### src/cstd_pkg.sv
/*
  Constants shared by the clock select, timer decode and interrupt routing glue.
  Assumes a single 100 MHz core clock and straps that are held static while
  the system runs.
*/
package cstd_pkg;
  // Core clock and on-board oscillator figures.
  localparam int CORE_CLK_MHZ = 100;
  localparam int OSC_FREQ_KHZ = 12000;
  localparam int PROC_MAX_KHZ = 2000;

  // Speed ratio strap encodings and the matching divide lengths.
  localparam logic [1:0] RATIO_DIV12 = 2'h0;
  localparam logic [1:0] RATIO_DIV8 = 2'h1;
  localparam logic [1:0] RATIO_DIV6 = 2'h2;
  localparam logic [1:0] RATIO_BAD = 2'h3;
  localparam logic [3:0] DIV_LEN_12 = 4'hC;
  localparam logic [3:0] DIV_LEN_8 = 4'h8;
  localparam logic [3:0] DIV_LEN_6 = 4'h6;

  // Clock source strap values.
  localparam logic SRC_INTERNAL = 1'h0;
  localparam logic SRC_EXTERNAL = 1'h1;

  // Timer page strap: fitted position reads as zero, so default page is EF.
  localparam logic [7:0] TIMER_PAGE_DEFAULT = 8'hEF;
  localparam int TIMER_REG_LSB = 0;
  localparam int TIMER_REG_BITS = 3;
  localparam int TIMER_COUNT = 3;
  localparam int TIMER_WIDTH = 16;

  // Interrupt routing.
  localparam int IRQ_COUNT = 8;
  localparam logic [15:0] IRQ_VECTOR_ADDR = 16'hFFF8;
  localparam int VEC_FIELD_LSB = 1;
  localparam int VEC_FIELD_BITS = 4;

  // Reset values.
  localparam logic [15:0] ADDR_RESET = 16'h0000;
  localparam logic [3:0] PHASE_CNT_RESET = 4'h0;
endpackage

### src/cstd_glue.sv
/*
  Clock source select and divider, and, at the 1 MHz internal oscillator setting
  only, programmable timer page decode with three simple timers and interrupt
  vector steering for an 8-bit processor board.
  Assumes the processor address and valid memory address strobe are on
  core_clk; oscillator, external clock, timer and interrupt pins are async.

*/
`timescale 1ns/10ps
`default_nettype none
module cstd_glue
  import cstd_pkg::*;
(
  // Clock and reset
  input wire logic core_clk,
  input wire logic rstn,
  // Configuration straps, held by the system reset
  input wire logic config_hold,
  input wire logic [1:0] speed_ratio_strap,
  input wire logic clock_source_strap,
  input wire logic [7:0] timer_page_strap,
  input wire logic interrupt_unit_socket,
  // Clock sources
  input wire logic internal_osc_clk,
  input wire logic external_clock_input,
  // Processor clock phases and configuration error flag
  output logic phase_one,
  output logic phase_two,
  output logic config_error,
  // Processor address path
  input wire logic [15:0] cpu_addr,
  input wire logic cpu_vma,
  output logic [15:0] mem_addr,
  output logic timer_select_n,
  // Interrupt expansion header, active low
  input wire logic [7:0] interrupt_expansion_header_n,
  output logic cpu_irq_n,
  // Timer pins and settings
  input wire logic timer_one_count_in,
  input wire logic timer_two_count_in,
  input wire logic timer_three_count_in,
  input wire logic timer_one_gate,
  input wire logic timer_two_gate,
  input wire logic timer_three_gate,
  input wire logic [2:0] timer_single_shot,
  input wire logic [15:0] timer_one_reload,
  input wire logic [15:0] timer_two_reload,
  input wire logic [15:0] timer_three_reload,
  output logic [2:0] timer_out
);
  import cstd_pkg::*;

  function automatic logic [3:0] div_len(input logic [1:0] ratio);
    case (ratio)
      RATIO_DIV12: div_len = DIV_LEN_12;
      RATIO_DIV8: div_len = DIV_LEN_8;
      RATIO_DIV6: div_len = DIV_LEN_6;
      default: div_len = DIV_LEN_12;
    endcase
  endfunction

  function automatic logic [2:0] prio_enc(input logic [7:0] req);
    prio_enc = 3'h0;
    for (int i = 0; i < IRQ_COUNT; i++) begin
      if (req[i]) begin
        prio_enc = 3'(i);
      end
    end
  endfunction

  // Pin synchronisers; the third stage only feeds edge detection.
  logic [1:0] src_s1_q, src_s2_q, src_s3_q;
  logic hold_s1_q, hold_s2_q;
  logic [7:0] irq_s1_q, irq_s2_q;
  logic [2:0] cin_s1_q, cin_s2_q, cin_s3_q;
  logic [2:0] gate_s1_q, gate_s2_q, gate_s3_q;
  logic [2:0] cin_pin, gate_pin;

  assign cin_pin = {timer_three_count_in, timer_two_count_in, timer_one_count_in};
  assign gate_pin = {timer_three_gate, timer_two_gate, timer_one_gate};

  always_ff @(posedge core_clk or negedge rstn) begin
    if (!rstn) begin
      src_s1_q <= 2'h0;
      src_s2_q <= 2'h0;
      src_s3_q <= 2'h0;
      hold_s1_q <= 1'h1;
      hold_s2_q <= 1'h1;
      irq_s1_q <= 8'hFF;
      irq_s2_q <= 8'hFF;
      cin_s1_q <= 3'h0;
      cin_s2_q <= 3'h0;
      cin_s3_q <= 3'h0;
      gate_s1_q <= 3'h7;
      gate_s2_q <= 3'h7;
      gate_s3_q <= 3'h7;
    end else begin
      src_s1_q <= {external_clock_input, internal_osc_clk};
      src_s2_q <= src_s1_q;
      src_s3_q <= src_s2_q;
      hold_s1_q <= config_hold;
      hold_s2_q <= hold_s1_q;
      irq_s1_q <= interrupt_expansion_header_n;
      irq_s2_q <= irq_s1_q;
      cin_s1_q <= cin_pin;
      cin_s2_q <= cin_s1_q;
      cin_s3_q <= cin_s2_q;
      gate_s1_q <= gate_pin;
      gate_s2_q <= gate_s1_q;
      gate_s3_q <= gate_s2_q;
    end
  end

  // Strap capture while the system is held; straps are ignored afterwards.
  logic [1:0] ratio_q;
  logic src_ext_q, fitted_q;
  logic [7:0] page_q;

  always_ff @(posedge core_clk or negedge rstn) begin
    if (!rstn) begin
      ratio_q <= RATIO_DIV12;
      src_ext_q <= SRC_INTERNAL;
      fitted_q <= 1'h0;
      page_q <= TIMER_PAGE_DEFAULT;
    end else if (hold_s2_q) begin
      ratio_q <= speed_ratio_strap;
      src_ext_q <= clock_source_strap;
      fitted_q <= interrupt_unit_socket;
      page_q <= timer_page_strap;
    end
  end

  // A strap combination the board cannot run is flagged, not silently fixed.
  logic ratio_bad, one_mhz;
  assign ratio_bad = (ratio_q == RATIO_BAD);
  assign one_mhz = (ratio_q == RATIO_DIV12) && (src_ext_q == SRC_INTERNAL);

  always_ff @(posedge core_clk or negedge rstn) begin
    if (!rstn) begin
      config_error <= 1'h0;
    end else begin
      config_error <= ratio_bad || (fitted_q && !one_mhz);
    end
  end

  // Source select and divider.
  logic src_tick;
  logic [3:0] len, phase_cnt_q;
  assign src_tick = src_ext_q ? (src_s2_q[1] & ~src_s3_q[1])
                              : (src_s2_q[0] & ~src_s3_q[0]);
  assign len = div_len(ratio_q);

  always_ff @(posedge core_clk or negedge rstn) begin
    if (!rstn) begin
      phase_cnt_q <= PHASE_CNT_RESET;
    end else if (hold_s2_q || ratio_bad) begin
      phase_cnt_q <= PHASE_CNT_RESET;
    end else if (src_tick) begin
      phase_cnt_q <= (phase_cnt_q >= len - 4'h1) ? 4'h0 : phase_cnt_q + 4'h1;
    end
  end

  // A dead source tick at each half boundary keeps the phases apart.
  logic [3:0] half;
  assign half = {1'b0, len[3:1]};

  always_ff @(posedge core_clk or negedge rstn) begin
    if (!rstn) begin
      phase_one <= 1'h0;
      phase_two <= 1'h0;
    end else if (hold_s2_q || ratio_bad) begin
      phase_one <= 1'h0;
      phase_two <= 1'h0;
    end else begin
      phase_one <= (phase_cnt_q < half - 4'h1);
      phase_two <= (phase_cnt_q >= half) && (phase_cnt_q < len - 4'h1);
    end
  end

  // Timer page decode: A7..A3 do not take part, so the page aliases.
  logic page_hit;
  assign page_hit = (cpu_addr[15:8] == page_q);

  always_ff @(posedge core_clk or negedge rstn) begin
    if (!rstn) begin
      timer_select_n <= 1'h1;
    end else begin
      timer_select_n <= !(cpu_vma && page_hit && one_mhz);
    end
  end

  // Interrupt routing and vector steering.
  logic [7:0] irq_act;
  logic unit_live, vec_fetch;
  assign irq_act = ~irq_s2_q;
  assign unit_live = fitted_q && one_mhz;
  assign vec_fetch = cpu_vma && (cpu_addr[15:1] == IRQ_VECTOR_ADDR[15:1]);

  always_ff @(posedge core_clk or negedge rstn) begin
    if (!rstn) begin
      mem_addr <= ADDR_RESET;
      cpu_irq_n <= 1'h1;
    end else begin
      cpu_irq_n <= !(|irq_act);
      if (unit_live && vec_fetch && (|irq_act)) begin
        mem_addr <= {cpu_addr[15:5], 1'b0, prio_enc(irq_act), cpu_addr[0]};
      end else begin
        mem_addr <= cpu_addr;
      end
    end
  end

  // Three timers; gate is active low, count rises decrement.
  logic [15:0] reload [TIMER_COUNT];
  logic [15:0] tcount_q [TIMER_COUNT];
  logic [2:0] trun_q, cin_rise, gate_fall;
  assign reload[0] = timer_one_reload;
  assign reload[1] = timer_two_reload;
  assign reload[2] = timer_three_reload;
  assign cin_rise = cin_s2_q & ~cin_s3_q;
  assign gate_fall = gate_s3_q & ~gate_s2_q;

  always_ff @(posedge core_clk or negedge rstn) begin
    if (!rstn) begin
      for (int i = 0; i < TIMER_COUNT; i++) begin
        tcount_q[i] <= 16'h0000;
      end
      trun_q <= 3'h0;
      timer_out <= 3'h0;
    end else begin
      for (int i = 0; i < TIMER_COUNT; i++) begin
        if (!one_mhz) begin
          tcount_q[i] <= reload[i];
          trun_q[i] <= 1'h0;
          timer_out[i] <= 1'h0;
        end else if (timer_single_shot[i]) begin
          if (gate_fall[i]) begin
            tcount_q[i] <= reload[i];
            trun_q[i] <= 1'h1;
            timer_out[i] <= 1'h1;
          end else if (trun_q[i] && cin_rise[i]) begin
            if (tcount_q[i] == 16'h0000) begin
              trun_q[i] <= 1'h0;
              timer_out[i] <= 1'h0;
            end else begin
              tcount_q[i] <= tcount_q[i] - 16'h0001;
            end
          end
        end else begin
          trun_q[i] <= !gate_s2_q[i];
          if (!gate_s2_q[i] && cin_rise[i]) begin
            if (tcount_q[i] == 16'h0000) begin
              tcount_q[i] <= reload[i];
              timer_out[i] <= !timer_out[i];
            end else begin
              tcount_q[i] <= tcount_q[i] - 16'h0001;
            end
          end
        end
      end
    end
  end

  a_phase_no_overlap: assert property (@(posedge core_clk) disable iff (!rstn)
    !(phase_one && phase_two))
    else $error("processor clock phases overlap");

  a_phase_cnt_range: assert property (@(posedge core_clk) disable iff (!rstn)
    phase_cnt_q < len)
    else $error("divider count ran past its ratio");

  a_src_select: assert property (@(posedge core_clk) disable iff (!rstn)
    (!hold_s2_q && !ratio_bad && src_tick && phase_cnt_q < len - 4'h1)
      |=> phase_cnt_q == $past(phase_cnt_q) + 4'h1)
    else $error("divider missed a selected source edge");

  a_straps_frozen: assert property (@(posedge core_clk) disable iff (!rstn)
    !hold_s2_q |=> $stable(ratio_q) && $stable(src_ext_q))
    else $error("straps changed outside reset hold");

  a_timer_select: assert property (@(posedge core_clk) disable iff (!rstn)
    (cpu_vma && cpu_addr[15:8] == page_q && one_mhz) |=> !timer_select_n)
    else $error("timer page access not selected");

  a_select_gated: assert property (@(posedge core_clk) disable iff (!rstn)
    (!one_mhz || !cpu_vma) |=> timer_select_n)
    else $error("timer selected when not allowed");

  a_bypass_path: assert property (@(posedge core_clk) disable iff (!rstn)
    !unit_live |=> mem_addr == $past(cpu_addr))
    else $error("bypass altered the address");

  a_vector_steer: assert property (@(posedge core_clk) disable iff (!rstn)
    (unit_live && vec_fetch && irq_act[7])
      |=> mem_addr[4:1] == 4'h7 && mem_addr[15:5] == $past(cpu_addr[15:5]))
    else $error("top interrupt not steered to its vector");

  a_irq_route: assert property (@(posedge core_clk) disable iff (!rstn)
    (|irq_act) |=> !cpu_irq_n)
    else $error("header interrupt not passed on");

  a_count_dec: assert property (@(posedge core_clk) disable iff (!rstn)
    (one_mhz && !timer_single_shot[0] && !gate_s2_q[0] && cin_rise[0]
      && tcount_q[0] != 16'h0000) |=> tcount_q[0] == $past(tcount_q[0]) - 16'h0001)
    else $error("timer one did not decrement");

  a_shot_start: assert property (@(posedge core_clk) disable iff (!rstn)
    (one_mhz && timer_single_shot[1] && gate_fall[1]) |=> timer_out[1] && trun_q[1])
    else $error("single-shot trigger did not raise the output");
endmodule
`default_nettype wire

### config.mk
export PLATFORM = sky130hd
export DESIGN_NAME = cstd_glue
export DESIGN_NICKNAME = d
export VERILOG_FILES = /design/src/cstd_pkg.sv /design/src/cstd_glue.sv
export SDC_FILE = /design/constraint.sdc
export NUM_CORES = 1
export LEC_CHECK = 0
export ABC_AREA = 1
export BUFFER_PORTS_ARGS = -buffer_cell sky130_fd_sc_hd__buf_2
export CORE_AREA = 3 3 130 107
export DETAILED_ROUTE_END_ITERATION = 8
export DIE_AREA = 0 0 133 110
export PLACE_DENSITY = 0.87
export SLEW_MARGIN = 20
export SYNTH_ARGS = -nofsm -noshare
export SYNTH_HDL_FRONTEND = slang
export SYNTH_SLANG_ARGS = --single-unit
export TNS_END_PERCENT = 5
### constraint.sdc
create_clock -name core_clk -period 2.3 [get_ports core_clk]
set_clock_uncertainty 0.2 [all_clocks]
set_input_delay 0.46 -clock core_clk [delete_from_list [all_inputs] [get_ports core_clk]]
set_output_delay 0.46 -clock core_clk [all_outputs]
set_load 0.02 [all_outputs]
Yosys cells after proc, flatten, opt, wreduce, memory -nomap -nowiden
Cells that the tools add are included.
- output and inout bits: 24
- logic and storage cells: 180
- bits of input ports: 99
- register bits after elaboration: 133
- equal/unequal tests: 23
- reductions and logical operators: 41
- add/subtract/negate cells: 6
- muxes and demuxes: 63
- bitwise logic cells: 10
- magnitude comparators: 4
- operator list (kind ; number):
    2-to-1 mux 16 bit ; 21
    logical NOT 16 bit ; 3
    subtractor 16 x 1 -> 16 bit (second input constant) ; 3
    2-to-1 mux 1 bit ; 31
    inequality test 4 x 2 -> 1 bit (second input constant) ; 6
    2-to-1 mux 3 bit ; 6
    inequality test 3 x 2 -> 1 bit (second input constant) ; 6
    equality test 15 bit (second input constant) ; 1
    logical AND 1 bit ; 15
    2-to-1 mux 4 bit ; 3
    inequality test 4 bit (second input constant) ; 3
    AND reduction 4 bit ; 3
    logical NOT 1 bit ; 9
    inequality test 3 x 1 -> 1 bit (second input constant) ; 3
    AND reduction 3 bit ; 3
    equality test 8 bit ; 1
    < comparator 4 bit ; 2
    inverter 8 bit ; 1
    one-hot mux 4 bit (2 select lines) ; 1
    OR reduction 8 bit ; 1
    bitwise AND 3 bit ; 2
    inverter 3 bit ; 2
    AND reduction 2 bit ; 3
    2-to-1 mux 5 bit ; 1
    12 further kinds ; 17

Longest topological paths before layout
- depth in word-level cells: 9
- gate-level depth with buffers: 14

Least setup slack after synthesis
OpenSTA, ideal clock, no wires.
- kind: reg2reg
- from: register ratio_q[0]
- to: register tcount_q[4] in the netlist's numbering
- stages on the path, launching flop included: 14
- arrival: 1.626 ns
- required time: 1.983 ns
- path buffers: 2
- slack: 0.357 ns
- cells stage by stage: dfrtp_1 > inv_1 > ha_1 > inv_2 > nor2_2 > buf_6 > nand2_2 > nor2_2 > nor2_2 > nand2_4 > inv_4 > buf_4 > nand3_1 > nand2_1
- word-level cells in the longest chain between the ends: 4
- ends and longest elaborated chain (element ; RTL line ; RTL):
    start: declaration ; cstd_glue.sv:115 ; logic [1:0] ratio_q;
    start signal: assignment ; cstd_glue.sv:126 ; ratio_q <= speed_ratio_strap;
    logical NOT 2 bit (*) ; cstd_glue.sv:136 ; assign one_mhz = (ratio_q == RATIO_DIV12) && (src_ext_q == SRC_INTERNAL);
    logical AND 1 bit (*) ; cstd_glue.sv:136 ;
    inequality test 4 bit (no line), or another cell as far along ; - ;
    AND reduction 3 bit (no line) ; - ;
    end signal: indexed assignment ; cstd_glue.sv:233 ; tcount_q[i] <= reload[i];
    end signal: indexed assignment ; cstd_glue.sv:238 ; tcount_q[i] <= reload[i];
    end signal: indexed assignment ; cstd_glue.sv:246 ; tcount_q[i] <= tcount_q[i] - 16'h0001;
    end: declaration ; cstd_glue.sv:215 ; logic [15:0] tcount_q [TIMER_COUNT];
Mark *: on every way between the ends. The rest lies on a longest branch, timed or not.
A chain may end at the register's enable or synchronous reset.

Worst setup path in the final report
- from: register ratio_q[0]
- to: register tcount_q[6] in the netlist's numbering
The elaborated chain is that of the path after synthesis.

==> metrics.yaml <==
finish:
  antenna_cells: 0
  ff_latch_area_um2: 3370
  final.fill_count: 980
  drive_above_1_share: 0.215
  multi_input_area_um2: 3310
  syn_to_final_growth_pct: 23.9
  final_nets: 1211
synthesis:
  synthesis.area_um2: 7180
  ys_types: 42
  synthCells: 927
  yosysWarningCount: 0
  syn_area_per_cell_um2: 7.74
  synth-edff-count: 0
  syn_nets: 1047
  postSynthRegisterBits: 133
  ys.flop_type: "dfrtp_1"
  synth-seq-area-share: 0.470
  ys_async_sr_fraction: 1.00
global_route:
  overflow: 0
  use_met2: 0.406
  busiest_layer: "met2"
  grt_pass1_vias: 6276
  antenna_found_initial: 0
  grt_pass1_wl_um: 28900
  grt_use_met3: 0.0377
  grt.total_usage: 0.244
  grt.met1_usage: 0.324
  grt_max_degree: 49
timing:
  max_freq_mhz: 466
  period_share: 0.933
  finalSetupViolCount: 0
  fin_ws_ns: 0.154
  fin_setup_tns_ns: 0
  hold_viol_final: 0
  whs_ns: 0.0312
  rsz0062_at_grt: "no"
  final_max_slew_viol_count: 0
  finalCriticalPeriod_ns: 2.15
floorplanning:
  die_area_um2: 14600
  core_um2: 12700
  start_util: 0.564
  pin_count: 123
  num_rows: 37
  fp.dieH_um: 110
  die_w_um: 133
placed_design:
  routabilityCongestion: 0.896
  pre_cts_slack_ns: 0.0570
  portBuffers: 122
  dp.final_hpwl_um: 11700
clock_network:
  cts_made_buffers: 17
  insertion_delay_ns: 0.42
  cts.sinks: 133
  cts_tree: "yes"
  clkTransAtPathRegs_ns: 0.06
  root_buffer: "clkbuf_16"
  clock_tree.buffer_depth: 2
  htreeDepth: 4
pwr:
  powerDensity_nw_per_um2: 784
  pwr-share-comb: 0.199
  switchingPower_mw: 2.27
  ir_drop_uv: 608
  clkPwrFrac: 0.386
  sw_frac_of_total: 0.326
  p_seq_frac: 0.415
  internal_power_mw: 4.70
  static-leakage-power_nw: 4.59
drt:
  vias: 6536
  drt_pass1_iterations: 5
  drc: 0
  avgRoutedWirePerCell_um: 13.6
  drt-vias-per-instance: 5.11
  wl_um: 17400
  ant_nets: 0
  drt_iter0_drc: 482
status:
  status: "completed"
worst_hold_path:
  min_path_cells: 1
  whs_endpoint: "mem_addr[8]"
  hold_path_class: "in2reg"
  worstHoldStart: "cpu_addr[8]"
setup_path:
  crit_arrival_ns: 2.30
  end_kind: "flip-flop"
  rr_worst_depth: 12
  r2r_start: "ratio_q[0]"
  crit_type: "reg2reg"
  r2r_end: "tcount_q[6]"
  setup.worst_path.start_class: "flip-flop"
  crit_required_ns: 2.45
  ff2ff_setup_slack_ns: 0.15
  critPathMaxFanout: 10
flow_run:
  drv_cap: 0
[synth_stat cells (2+ instances only)]
master	n	area, µm²
nand2_1	300	1130
nor2_1	116	435
dfrtp_1	97	2430
nand3_1	91	455
inv_1	88	330
o21ai_0	43	215
dfstp_2	36	946
ha_1	21	263
nand3b_1	21	158
a21oi_1	11	55.1
buf_6	11	124
nand2_4	9	101
nor2_2	8	50.1
nand4_1	7	43.8
xor2_1	7	61.3
nor3_1	6	30.0
clkbuf_1	5	18.8
nand2_2	5	31.3
o22ai_1	5	31.3
buf_4	4	30.0
inv_2	4	15.0
o21ai_1	4	20.0
o211ai_1	3	22.5
xnor2_1	3	26.3
a21o_1	2	15.0
a31oi_1	2	12.5
and3_1	2	12.5
nor2_4	2	22.5
[cell usage in the layout (no fill, tap or decap), drive strengths merged, types with 2 or more instances in the layout]
| cell type | n |
|---|---|
| nand2 | 315 |
| buf | 136 |
| nor2 | 126 |
| inv | 101 |
| dfrtp | 97 |
| nand3 | 91 |
| o21ai | 47 |
| dfstp | 36 |
| dlygate4sd3 | 29 |
| nand3b | 21 |
| ha | 21 |
| clkbuf | 19 |
| a21oi | 11 |
| nand4 | 7 |
| xor2 | 7 |
| nor3 | 6 |
| o22ai | 5 |
| clkinv | 5 |
| o211ai | 3 |
| xnor2 | 3 |
| a21o | 2 |
| and3 | 2 |
| a31oi | 2 |
[sequential cells by signal (all words and copies together), names as in the netlist, 4 cells and up]
name         flops
irq_s1_q         8
page_q           8
tcount_q        48
mem_addr        16
irq_s2_q         8
phase_cnt_q      4
[worst max path at each step]
| stage | start | end | slack [ns] | cells past startpoint |
|---|---|---|---|---|
| after floorplan | ratio_q[0] | tcount_q[4] | 0.36 | 13 |
| after global placement | ratio_q[0] | tcount_q[39] | 0.14 | 12 |
| after detailed placement | ratio_q[0] | tcount_q[39] | 0.06 | 12 |
| after CTS | ratio_q[0] | tcount_q[39] | 0.02 | 12 |
| after global routing | ratio_q[1] | tcount_q[15] | 0.005 | 13 |
| final | ratio_q[0] | tcount_q[6] | 0.15 | 12 |
[power groups by stage]
stage	registers (mW)	clock network, mW	logic, mW
floorplan	2.89	0	0.936
global placement	2.91	0	1.26
detailed placement	2.92	0	1.31
CTS	2.88	2.73	1.37
global route	2.93	2.84	1.59
finish	2.89	2.69	1.39
[cells by family (layout without fill, tap and decap cells)]
group / Yosys count / after routing / synth area share
AOI/OAI and AO/OA: 76 / 76 / 0.0586
xor gates and xnor gates: 10 / 10 / 0.0122
adders and majority gates: 21 / 21 / 0.0366
muxes: 1 / 1 / 0.00139
DFF: 133 / 133 / 0.470
buffers and inverters: 115 / 291 / 0.0743
and+or+nand+nor: 570 / 571 / 0.346
other: 1 / 1 / 0.000523
[metrics by stage]
step / util / cell area (µm²) / total power [mW] / instances
after global placement: 0.625 / 7950 / 4.17 / 1217
after global routing: 0.698 / 8890 / 7.36 / 1279
final: 0.698 / 8890 / 6.97 / 1279
after CTS: 0.695 / 8840 / 6.98 / 1278
after detailed placement: 0.625 / 7950 / 4.22 / 1217
after floorplan: - / 7180 / 3.83 / 927
[final cells by class]
cell class                      instances  share of cell area
Clock buffer                           19              0.0522
Clock inverter                         13              0.0146
Inverter                               94              0.0411
Multi-Input combinational cell        680               0.372
Sequential cell                       133               0.379
Tap cell                              175              0.0246
Timing Repair Buffer                  165               0.116
[worst max-delay path: stages (launching register included)]
cell      delay (ns)
dfrtp_1         0.40
inv_1           0.11
ha_2            0.23
inv_2           0.04
nor2_2          0.15
buf_6           0.16
nand2_2         0.07
clkinv_1        0.09
nand2_4         0.13
buf_4           0.20
nand3b_1        0.09
nand3_1         0.11
nand2_1         0.09
[per-layer routing]
layer  vias to the layer above  wire length, µm  part of all wire
met2                       184             8210              0.47
li1                       3286                -                 -
met1                      3030             7890              0.45
met4                         0              461             0.026
met5                         -                0                 0
met3                        36              845             0.049
[what timing repair did]
item	4_1_cts	5_1_grt
hold endpoints to repair	70	0
buffers inserted	0	0
setup endpoints to repair	1	45
resized for setup	1	11
cloned	0	1
pin swaps	0	1
hold buffers	29	0
(Power assumes the default switching activity.)
